`config.mk`:
```
export PLATFORM = sky130hd
export DESIGN_NAME = power_button_reset_sequencer
export DESIGN_NICKNAME = d
export VERILOG_FILES = /design/src/common/power_seq_pkg.sv /design/src/verilog/power_button_reset_sequencer.sv
export SDC_FILE = /design/constraint.sdc
export NUM_CORES = 1
export LEC_CHECK = 0
export BUFFER_PORTS_ARGS = -buffer_cell sky130_fd_sc_hd__buf_2
export CAP_MARGIN = 25
export CORE_ASPECT_RATIO = 1.1
export CORE_MARGIN = 2
export CORE_UTILIZATION = 50
export CTS_CLUSTER_DIAMETER = 40
export DETAILED_ROUTE_END_ITERATION = 10
export PLACE_DENSITY = 0.65
export SLEW_MARGIN = 20
export SYNTH_ARGS = -nofsm -noshare
export SYNTH_HDL_FRONTEND = slang
export SYNTH_SLANG_ARGS = --single-unit
```
`constraint.sdc`:
```
create_clock -name clock -period 2.8 [get_ports clock]
set_clock_uncertainty 0.05 [all_clocks]
set_input_delay 0.14 -clock clock [delete_from_list [all_inputs] [get_ports clock]]
set_output_delay 0.14 -clock clock [all_outputs]
set_load 0.01 [all_outputs]
```
`src/common/power_seq_pkg.sv`:
```
// Constants and carrier types for the power and reset sequencer
package power_seq_pkg;

	// ----------------------------------------
	// Clock and timing
	// ----------------------------------------
	localparam int unsigned CLOCK_HZ          = 10_000_000;
	localparam int unsigned VERY_LONG_PRESS_MS = 5600;
	localparam int unsigned LONG_PRESS_MS      = 2000;
	localparam int unsigned WATCHDOG_MS        = 5000;
	localparam longint unsigned MS_CYCLES      = CLOCK_HZ / 1000;
	localparam longint unsigned VERY_LONG_CYCLES =
		VERY_LONG_PRESS_MS * MS_CYCLES;
	localparam longint unsigned LONG_CYCLES    = LONG_PRESS_MS * MS_CYCLES;
	localparam longint unsigned WATCHDOG_CYCLES = WATCHDOG_MS * MS_CYCLES;
	localparam int unsigned OSC_READY_CYCLES  = 16;
	localparam int unsigned COUNT_WIDTH       = 26;

	// ----------------------------------------
	// Register map
	// ----------------------------------------
	localparam logic [3:0] ADDR_CONTROL = 4'h0;
	localparam logic [3:0] ADDR_STATUS  = 4'h4;
	localparam int unsigned CTRL_POWER_OFF = 0;
	localparam int unsigned CTRL_IO_HIGH   = 1;

	// ----------------------------------------
	// Regulator voltage settings
	// ----------------------------------------
	localparam logic IO_SETTING_1V8 = 1'h0;
	localparam logic IO_SETTING_3V3 = 1'h1;

	// ----------------------------------------
	// Types
	// ----------------------------------------
	typedef enum logic [2:0] {
		off_clock_step,
		off_quiet_step,
		off_led_step,
		off_wait_release,
		off_watchdog_step,
		off_shutdown_loop
	} off_state_type;

	typedef struct packed {
		logic clock_1x;
		logic pll_enable;
		logic irq_enable;
		logic usb_analog_enable;
		logic regulator_shutdown;
		logic watchdog_enable;
	} power_ctrl_type;

	typedef struct packed {
		logic line_a;
		logic line_b;
		logic line_c;
	} led_type;

endpackage

```
`src/verilog/power_button_reset_sequencer.sv`:
```
// Power-up, reset release and software power-off sequencer
// Summary of operation
// (RULE_01) Button high requests regulator start
// (RULE_02) Button held 5.6 s forces reboot reset
// (RULE_03) Reset held until external reset rises
// (RULE_04) Oscillator released after external reset
// (RULE_05) Core reset released after oscillator ready
// (RULE_06) Outputs leave high impedance at release
// (RULE_07) Serial transmit driven high at release
// (RULE_08) I/O regulator starts at 1.8 V
// (RULE_09) Strap pull-up selects 3.3 V at release
// (RULE_10) Only software sequence turns regulators off
// (RULE_11) Button held 2 s flags power-off request
// (RULE_12) First step: 1.0x clock, PLL off
// (RULE_13) Then interrupts off, USB and analog off
// (RULE_14) Then three LED lines driven low
// (RULE_15) Wait for button release before shutdown
// (RULE_16) Start 5 s watchdog if not running
// (RULE_17) Repeat regulator shutdown until power lost
// (RULE_18) Core monitor undervoltage asserts reset
// (RULE_19) Monitor release after shutdown reboots
// (RULE_20) External reset active low and asynchronous; code passes it through a two-stage synchroniser and acts on clock edges only
// (RULE_21) Press counter cleared when button low
module power_button_reset_sequencer
	import power_seq_pkg::*;
#(
	parameter longint unsigned VERY_LONG = VERY_LONG_CYCLES,
	parameter longint unsigned LONG_PRESS = LONG_CYCLES,
	parameter longint unsigned WATCHDOG = WATCHDOG_CYCLES
) (
	// Clock and reset
	input  wire logic           clock,
	input  wire logic           rst,
	// Pins
	input  wire logic           power_button_input,
	input  wire logic           external_reset_n,
	input  wire logic           core_voltage_monitor,
	input  wire logic           osc_amplitude_ok,
	input  wire logic           port0_bit7_strap,
	// Register port
	input  wire logic [3:0]     addr,
	input  wire logic [7:0]     wdata,
	input  wire logic           write_strobe,
	input  wire logic           read_strobe,
	output logic      [7:0]     rdata,
	// Regulators and oscillator
	output logic                regulator_start,
	output logic                io_setting,
	output logic                osc_run,
	output logic                core_reset,
	output power_ctrl_type      power_ctrl,
	// Pins leaving reset
	output logic                pins_drive_en,
	output logic                serial_tx,
	output led_type             leds,
	output logic                leds_oe
);

	// ----------------------------------------
	// Synchronisers
	// ----------------------------------------
	// Every pin is asynchronous to the crystal, so each bit gets its own
	// two-stage chain and only the second stage is ever read
	localparam int SYNC_BITS = 5;
	logic [SYNC_BITS-1:0] pin_raw;
	logic [SYNC_BITS-1:0] synced;
	assign pin_raw = {port0_bit7_strap, power_button_input,
		external_reset_n, core_voltage_monitor, osc_amplitude_ok};
	for (genvar i = 0; i < SYNC_BITS; i++) begin : g_sync
		logic first_q;
		logic second_q;
		always_ff @(posedge clock or posedge rst) begin
			if (rst) begin
				first_q  <= 1'b0;
				second_q <= 1'b0;
			end else begin
				first_q  <= pin_raw[i];
				second_q <= first_q;
			end
		end
		assign synced[i] = second_q;
	end
	logic strap;
	logic button;
	logic ext_n;
	logic core_voltage_monitor_low;
	logic osc_ok;
	assign strap    = synced[4];
	assign button   = synced[3];
	assign ext_n    = synced[2];
	assign core_voltage_monitor_low = synced[1];
	assign osc_ok   = synced[0];

	// ----------------------------------------
	// Register write decode
	// ----------------------------------------
	function automatic logic write_hit(
		input logic       strobe,
		input logic [3:0] a,
		input logic [3:0] target
	);
		return strobe && a == target;
	endfunction
	logic control_write;
	logic status_write;
	assign control_write = write_hit(write_strobe, addr, ADDR_CONTROL);
	assign status_write  = write_hit(write_strobe, addr, ADDR_STATUS);

	// ----------------------------------------
	// Press counter
	// ----------------------------------------
	logic [COUNT_WIDTH-1:0] press_q;
	logic                   long_req_q;
	logic                   reboot_q;
	logic                   long_hit;
	always_ff @(posedge clock or posedge rst) begin
		if (rst) begin
			press_q  <= '0;
			reboot_q <= 1'b0;
		end else if (!button) begin
			press_q  <= '0; // RULE_21
			reboot_q <= 1'b0;
		end else begin
			if (press_q != COUNT_WIDTH'(VERY_LONG))
				press_q <= press_q + 1'b1;
			reboot_q <= (press_q == COUNT_WIDTH'(VERY_LONG - 1)); // RULE_02
		end
	end

	// A press reaching the long mark beats a clear in the same cycle,
	// so software never loses a request it has not yet seen
	assign long_hit = button && press_q == COUNT_WIDTH'(LONG_PRESS - 1);
	always_ff @(posedge clock or posedge rst) begin
		if (rst) begin
			long_req_q <= 1'b0;
		end else if (long_hit) begin
			long_req_q <= 1'b1; // RULE_11
		end else if (status_write) begin
			long_req_q <= 1'b0;
		end
	end

	// ----------------------------------------
	// Watchdog
	// ----------------------------------------
	logic [COUNT_WIDTH-1:0] wdog_q;
	logic                   wdog_run_q;
	logic                   wdog_fire;
	logic                   wdog_start;
	// Counts only while armed; expiry pulls the whole chip back into reset
	assign wdog_fire = wdog_run_q && wdog_q == COUNT_WIDTH'(WATCHDOG - 1);

	// ----------------------------------------
	// Reset chain
	// ----------------------------------------
	logic       hold_reset;
	logic [4:0] osc_cnt_q;
	logic       core_reset_q;
	logic       osc_run_q;
	// Any one cause holds the core; release waits for all of them
	assign hold_reset = !ext_n || core_voltage_monitor_low || reboot_q || wdog_fire;
	always_ff @(posedge clock or posedge rst) begin
		if (rst) begin
			osc_run_q    <= 1'b0;
			osc_cnt_q    <= '0;
			core_reset_q <= 1'b1;
		end else if (hold_reset) begin
			osc_run_q    <= 1'b0; // RULE_03 RULE_18
			osc_cnt_q    <= '0;
			core_reset_q <= 1'b1;
		end else begin
			osc_run_q <= 1'b1; // RULE_04
			// Amplitude must stay good a while so a glitch cannot release
			if (!osc_ok)
				osc_cnt_q <= '0;
			else if (osc_cnt_q != 5'(OSC_READY_CYCLES))
				osc_cnt_q <= osc_cnt_q + 1'b1;
			if (osc_cnt_q == 5'(OSC_READY_CYCLES))
				core_reset_q <= 1'b0; // RULE_05 RULE_19
		end
	end

	// ----------------------------------------
	// Pin release and supply setting
	// ----------------------------------------
	logic io_setting_q;
	logic drive_q;
	always_ff @(posedge clock or posedge rst) begin
		if (rst) begin
			io_setting_q <= IO_SETTING_1V8; // RULE_08
			drive_q      <= 1'b0;
		end else if (core_reset_q) begin
			io_setting_q <= IO_SETTING_1V8;
			drive_q      <= 1'b0;
		end else begin
			drive_q <= 1'b1; // RULE_06 RULE_07
			// Strap is judged once, on the first cycle out of reset
			if (!drive_q && strap)
				io_setting_q <= IO_SETTING_3V3; // RULE_09
			if (control_write)
				io_setting_q <= wdata[CTRL_IO_HIGH];
		end
	end

	// ----------------------------------------
	// Power-off sequence
	// ----------------------------------------
	off_state_type  state_q;
	logic           off_active_q;
	power_ctrl_type ctrl_q;
	led_type        leds_q;
	localparam led_type LEDS_ON  = '{line_a: 1'b1, line_b: 1'b1, line_c: 1'b1};
	localparam led_type LEDS_OFF = '{line_a: 1'b0, line_b: 1'b0, line_c: 1'b0};
	assign wdog_start = off_active_q && state_q == off_watchdog_step
		&& !wdog_run_q;
	always_ff @(posedge clock or posedge rst) begin
		if (rst) begin
			state_q      <= off_clock_step;
			off_active_q <= 1'b0;
			ctrl_q       <= '{clock_1x: 1'b0, pll_enable: 1'b1,
				irq_enable: 1'b1, usb_analog_enable: 1'b1,
				regulator_shutdown: 1'b0, watchdog_enable: 1'b0};
			leds_q       <= LEDS_ON;
		end else if (core_reset_q) begin
			state_q      <= off_clock_step;
			off_active_q <= 1'b0;
			ctrl_q       <= '{clock_1x: 1'b0, pll_enable: 1'b1,
				irq_enable: 1'b1, usb_analog_enable: 1'b1,
				regulator_shutdown: 1'b0, watchdog_enable: 1'b0};
			leds_q       <= LEDS_ON;
		end else if (!off_active_q) begin
			// Software alone starts power-off; the button never does
			if (control_write && wdata[CTRL_POWER_OFF])
				off_active_q <= 1'b1; // RULE_10
		end else begin
			case (state_q)
				off_clock_step: begin
					ctrl_q.clock_1x   <= 1'b1; // RULE_12
					ctrl_q.pll_enable <= 1'b0;
					state_q           <= off_quiet_step;
				end
				off_quiet_step: begin
					ctrl_q.irq_enable        <= 1'b0; // RULE_13
					ctrl_q.usb_analog_enable <= 1'b0;
					state_q                  <= off_led_step;
				end
				off_led_step: begin
					leds_q  <= LEDS_OFF; // RULE_14
					state_q <= off_wait_release;
				end
				off_wait_release: begin
					// A held button would switch the regulators straight on
					if (!button)
						state_q <= off_watchdog_step; // RULE_15
				end
				off_watchdog_step: begin
					ctrl_q.watchdog_enable <= 1'b1; // RULE_16
					state_q                <= off_shutdown_loop;
				end
				off_shutdown_loop: begin
					// Pulse repeatedly until power goes or watchdog bites
					ctrl_q.regulator_shutdown <=
						!ctrl_q.regulator_shutdown; // RULE_17
				end
				default: state_q <= off_clock_step;
			endcase
		end
	end

	always_ff @(posedge clock or posedge rst) begin
		if (rst) begin
			wdog_q     <= '0;
			wdog_run_q <= 1'b0;
		end else if (wdog_fire) begin
			wdog_q     <= '0;
			wdog_run_q <= 1'b0;
		end else if (wdog_start) begin
			wdog_q     <= '0;
			wdog_run_q <= 1'b1; // RULE_16
		end else if (wdog_run_q) begin
			wdog_q <= wdog_q + 1'b1;
		end
	end

	// ----------------------------------------
	// Outputs
	// ----------------------------------------
	logic regulator_start_q;
	logic tx_q;
	logic leds_oe_q;
	// Each pin driver has its own flop so that moving one release point
	// later cannot disturb the others
	always_ff @(posedge clock or posedge rst) begin
		if (rst) begin
			tx_q      <= 1'b0;
			leds_oe_q <= 1'b0;
		end else if (core_reset_q) begin
			tx_q      <= 1'b0;
			leds_oe_q <= 1'b0;
		end else begin
			tx_q      <= 1'b1; // RULE_07
			leds_oe_q <= 1'b1; // RULE_06
		end
	end

	always_ff @(posedge clock or posedge rst) begin
		if (rst) begin
			regulator_start_q <= 1'b0;
		end else begin
			// Reboot after monitor release re-enables the regulators
			regulator_start_q <= button
				|| (!core_reset_q && !ctrl_q.regulator_shutdown); // RULE_01
		end
	end

	// Read data stands for one cycle only, zero otherwise
	always_ff @(posedge clock or posedge rst) begin
		if (rst) begin
			rdata <= 8'h00;
		end else if (read_strobe) begin
			case (addr)
				ADDR_CONTROL: rdata <= {6'h00, io_setting_q, off_active_q};
				ADDR_STATUS:  rdata <= {4'h0, wdog_run_q, button,
					osc_ok, long_req_q};
				default:      rdata <= 8'h00;
			endcase
		end else begin
			rdata <= 8'h00;
		end
	end

	assign regulator_start = regulator_start_q;
	assign io_setting      = io_setting_q;
	assign osc_run         = osc_run_q;
	assign core_reset      = core_reset_q;
	assign power_ctrl      = ctrl_q;
	assign pins_drive_en   = drive_q;
	assign serial_tx       = tx_q;
	assign leds            = leds_q;
	assign leds_oe         = leds_oe_q;

endmodule
```
==> results.yml <==
run_status:
  run_status: "finished, final reports clean"
logic_synthesis:
  yosysTopAreaCell: "dfrtp_1"
  synthAdderAreaFrac: 0.01427
  synth_mux_area_frac: 0.01141
  yosysWarnings: 0
  synth_top_flop_cell: "dfrtp_1"
  yosys.area_share.xor_xnor: 0.05592
  synth_edf_count: 0
  syn_area_um2: 4385
  yosysSeqAreaShare: 0.5090
  ys_types: 56
  synth_cells: 451
  synthSimpleGateAreaFrac: 0.2548
  ys_ff_latch: 89
  synth_top_family_by_area: "simple AND/OR/NAND/NOR gates"
  synth-compound-area-share: 0.1041
  postSynthAreaPerCell_um2: 9.724
  synth_top_area_share: 0.4850
  synth_area_leaders: "dfrtp_1, xnor2_1, nor2_1"
  async_reset_ff_frac: 1.000
place:
  dp_hpwl_mm: 5.993
  globalplace.congestion: 0.8406
  preCtsSetupSlack_ns: 0.5722
  port_buffers: 34
  placed_area_um2: 4596
timing:
  slew_violations: 0
  max_freq_ghz: 0.4512
  relSlewSlack: 0.3895
  setup_violations: 0
  period_minus_slack_ns: 2.216
  post-route-worst-setup-slack_ns: 0.5838
  report.final.hold_viol_count: 0
  fin_crit_sh: 0.7915
  fin_tns_setup_ns: 0
  rsz0062_at_grt: "false"
  tightest_slew_ns: 0.9034
clocking:
  cts_tree: "done"
  clock_latency_ns: 0.35
  cts.repair.resized: 0
  post-cts-setup-buffers: 0
  htree_levels: 3
  cts_hold_buf: 8
  path_clk_slew_ns: 0.09
  cts_buffers: 9
  cts_root_buf: "clkbuf_8"
  cts_sinks: 89
  clock_path_buffers: 2
routing:
  avgViaCountPerCell: 5.534
  num_vias: 3304
  drt_iter0_drc: 172
  wl_per_cell_um: 14.58
  wl_mm: 8.702
  drt_first_pass_iters: 4
  ant_nets: 0
  drcViolationCount: 0
critical_path:
  worst-path-max-fanout: 14
  crit_family: "simple AND/OR/NAND/NOR gates"
  cpMaxStageDelayCell: "or4_4"
  cp-start-kind: "register"
  critPathBufInv: 0
  crit_chain: "or4_4 -> nor4_4 -> a21bo_2 -> o21ai_0 -> a22o_1"
  crit_arrival_ns: 2.40
  end_kind: "register"
  crit_required_ns: 2.98
  path_class: "register to register"
  slowest_delay_ns: 0.56
layout:
  nets: 508
  final_core_util: 0.5788
  area_delta_synth_final_pct: 11.55
  final_cell_mix: "dfrtp_1, nor2_1, nand2_1"
  antenna_cells: 0
  final_common_cell: "dfrtp_1"
  drive_gt1_frac: 0.1461
  stdcell_area_um2: 4892
  fillerInstances: 711
floorplanning:
  die_h_um: 102.2
  ios: 45
  die_area_um2: 9537
  die_w_um: 93.30
  initial_utilization: 0.5189
  rows: 35
  coreArea_um2: 8452
global_route:
  grt_max_degree: 55
  antenna_found_initial: 0
  grt_pass1_wl_mm: 14.65
  first_global_vias: 3015
  grt_use_total: 0.1946
  overflow: 0
worst_hold_path:
  hp-class: "input port to register"
pwr:
  vdd_drop_max_uv: 303.7
  powerDensity_nw_per_um2: 482.1
  power_leakage_nw: 2.074
job:
  maxCapViolations: 0
-- report_power, final --
part | total [mW] | switching, mW | internal [mW]
Combinational | 0.0869 | 0.0546 | 0.0323
Clock | 0.963 | 0.461 | 0.502
Sequential | 1.31 | 0.00835 | 1.30
Total | 2.36 | 0.524 | 1.83
-- through the flow --
step                      power (mW)  hold slack, ns  cells
final                          2.359         0.06879    597
after global routing           2.469         0.05281    597
after global placement         1.413          0.1784    574
after CTS                      2.383         0.03495    597
after floorplan                1.386          0.1214    454
after detailed placement       1.416          0.1837    574
-- metal layers --
layer | vias up | track usage | wire length, um
met5 | - | 0 | 0
met4 | 0 | 0.07014 | 88
met3 | 9 | 0.03540 | 273
met2 | 51 | 0.3088 | 4363
met1 | 1595 | 0.2707 | 3976
li1 | 1649 | - | -
-- worst paths after layout --
| check | from | endpoint | slack, ns | depth (start not counted) |
|---|---|---|---|---|
| worst max register to register | wdog_q[10] | wdog_q[10] | 0.58 | 5 |
| min in group asynchronous | rst | osc_cnt_q[0] | 0.33 | 3 |
| worst min register to register | g_sync[0].first_q | g_sync[0].second_q | 0.31 | 0 |
| max in group asynchronous | rst | wdog_q[4] | 1.69 | 4 |
| worst max-delay path | wdog_q[10] | wdog_q[10] | 0.58 | 5 |
| worst min-delay path | wdata[1] | io_setting | 0.07 | 3 |
-- logic make-up (layout without fill, tap and decap cells) --
| group | Yosys count | count (layout) |
|---|---|---|
| buf+inv | 46 | 78 |
| xor+xnor | 28 | 28 |
| other cells | 1 | 4 |
| mux | 5 | 5 |
| flops | 89 | 89 |
| compound gates | 71 | 71 |
| fa+ha+maj | 5 | 5 |
| simple gates | 206 | 206 |
-- state kept, by name, indices dropped and copies added, names as in the netlist, 2 cells and up --
| signal | flops |
|---|---|
| state_q | 3 |
| g_sync.first_q | 5 |
| power_ctrl | 5 |
| rdata | 4 |
| osc_cnt_q | 5 |
| g_sync.second_q | 2 |
| press_q | 26 |
| wdog_q | 26 |
-- area by class of cell --
type / instances / area [um2] / area share
multi-input combinational: 319 / 1947 / 0.3980
sequential: 89 / 2232 / 0.4563
clock buffer: 9 / 123.9 / 0.02532
timing repair buffer: 46 / 292.8 / 0.05985
tap: 111 / 138.9 / 0.02839
clock inverter: 6 / 92.59 / 0.01893
inverter: 17 / 65.06 / 0.01330
-- synth_stat cells (2+ instances only) --
cell / n
dfstp_2: 4
ha_1: 5
nor4_1: 6
o21ai_0: 15
dfrtp_1: 85
inv_1: 17
nor3_1: 18
mux2i_1: 5
nand4b_1: 4
xor2_1: 8
and2_1: 8
buf_4: 9
a22o_1: 7
nor2_1: 45
and4_1: 9
nand3_1: 29
nand2b_1: 2
nand2_1: 37
a21o_1: 6
or3_1: 8
or2_2: 2
nand4_1: 14
xnor2_1: 20
o21ai_1: 2
a21oi_1: 18
a31oi_1: 11
buf_2: 3
clkbuf_1: 16
nor4bb_1: 3
or3b_2: 2
and3_1: 8
-- worst reg2reg max path, stage by stage, from the launching register on --
cell and delay, ns:
dfrtp_1 0.42, or4_4 0.56, nor4_4 0.32, a21bo_2 0.37
o21ai_0 0.14, a22o_1 0.25
Note: power is estimated with default switching activity, not from simulation.
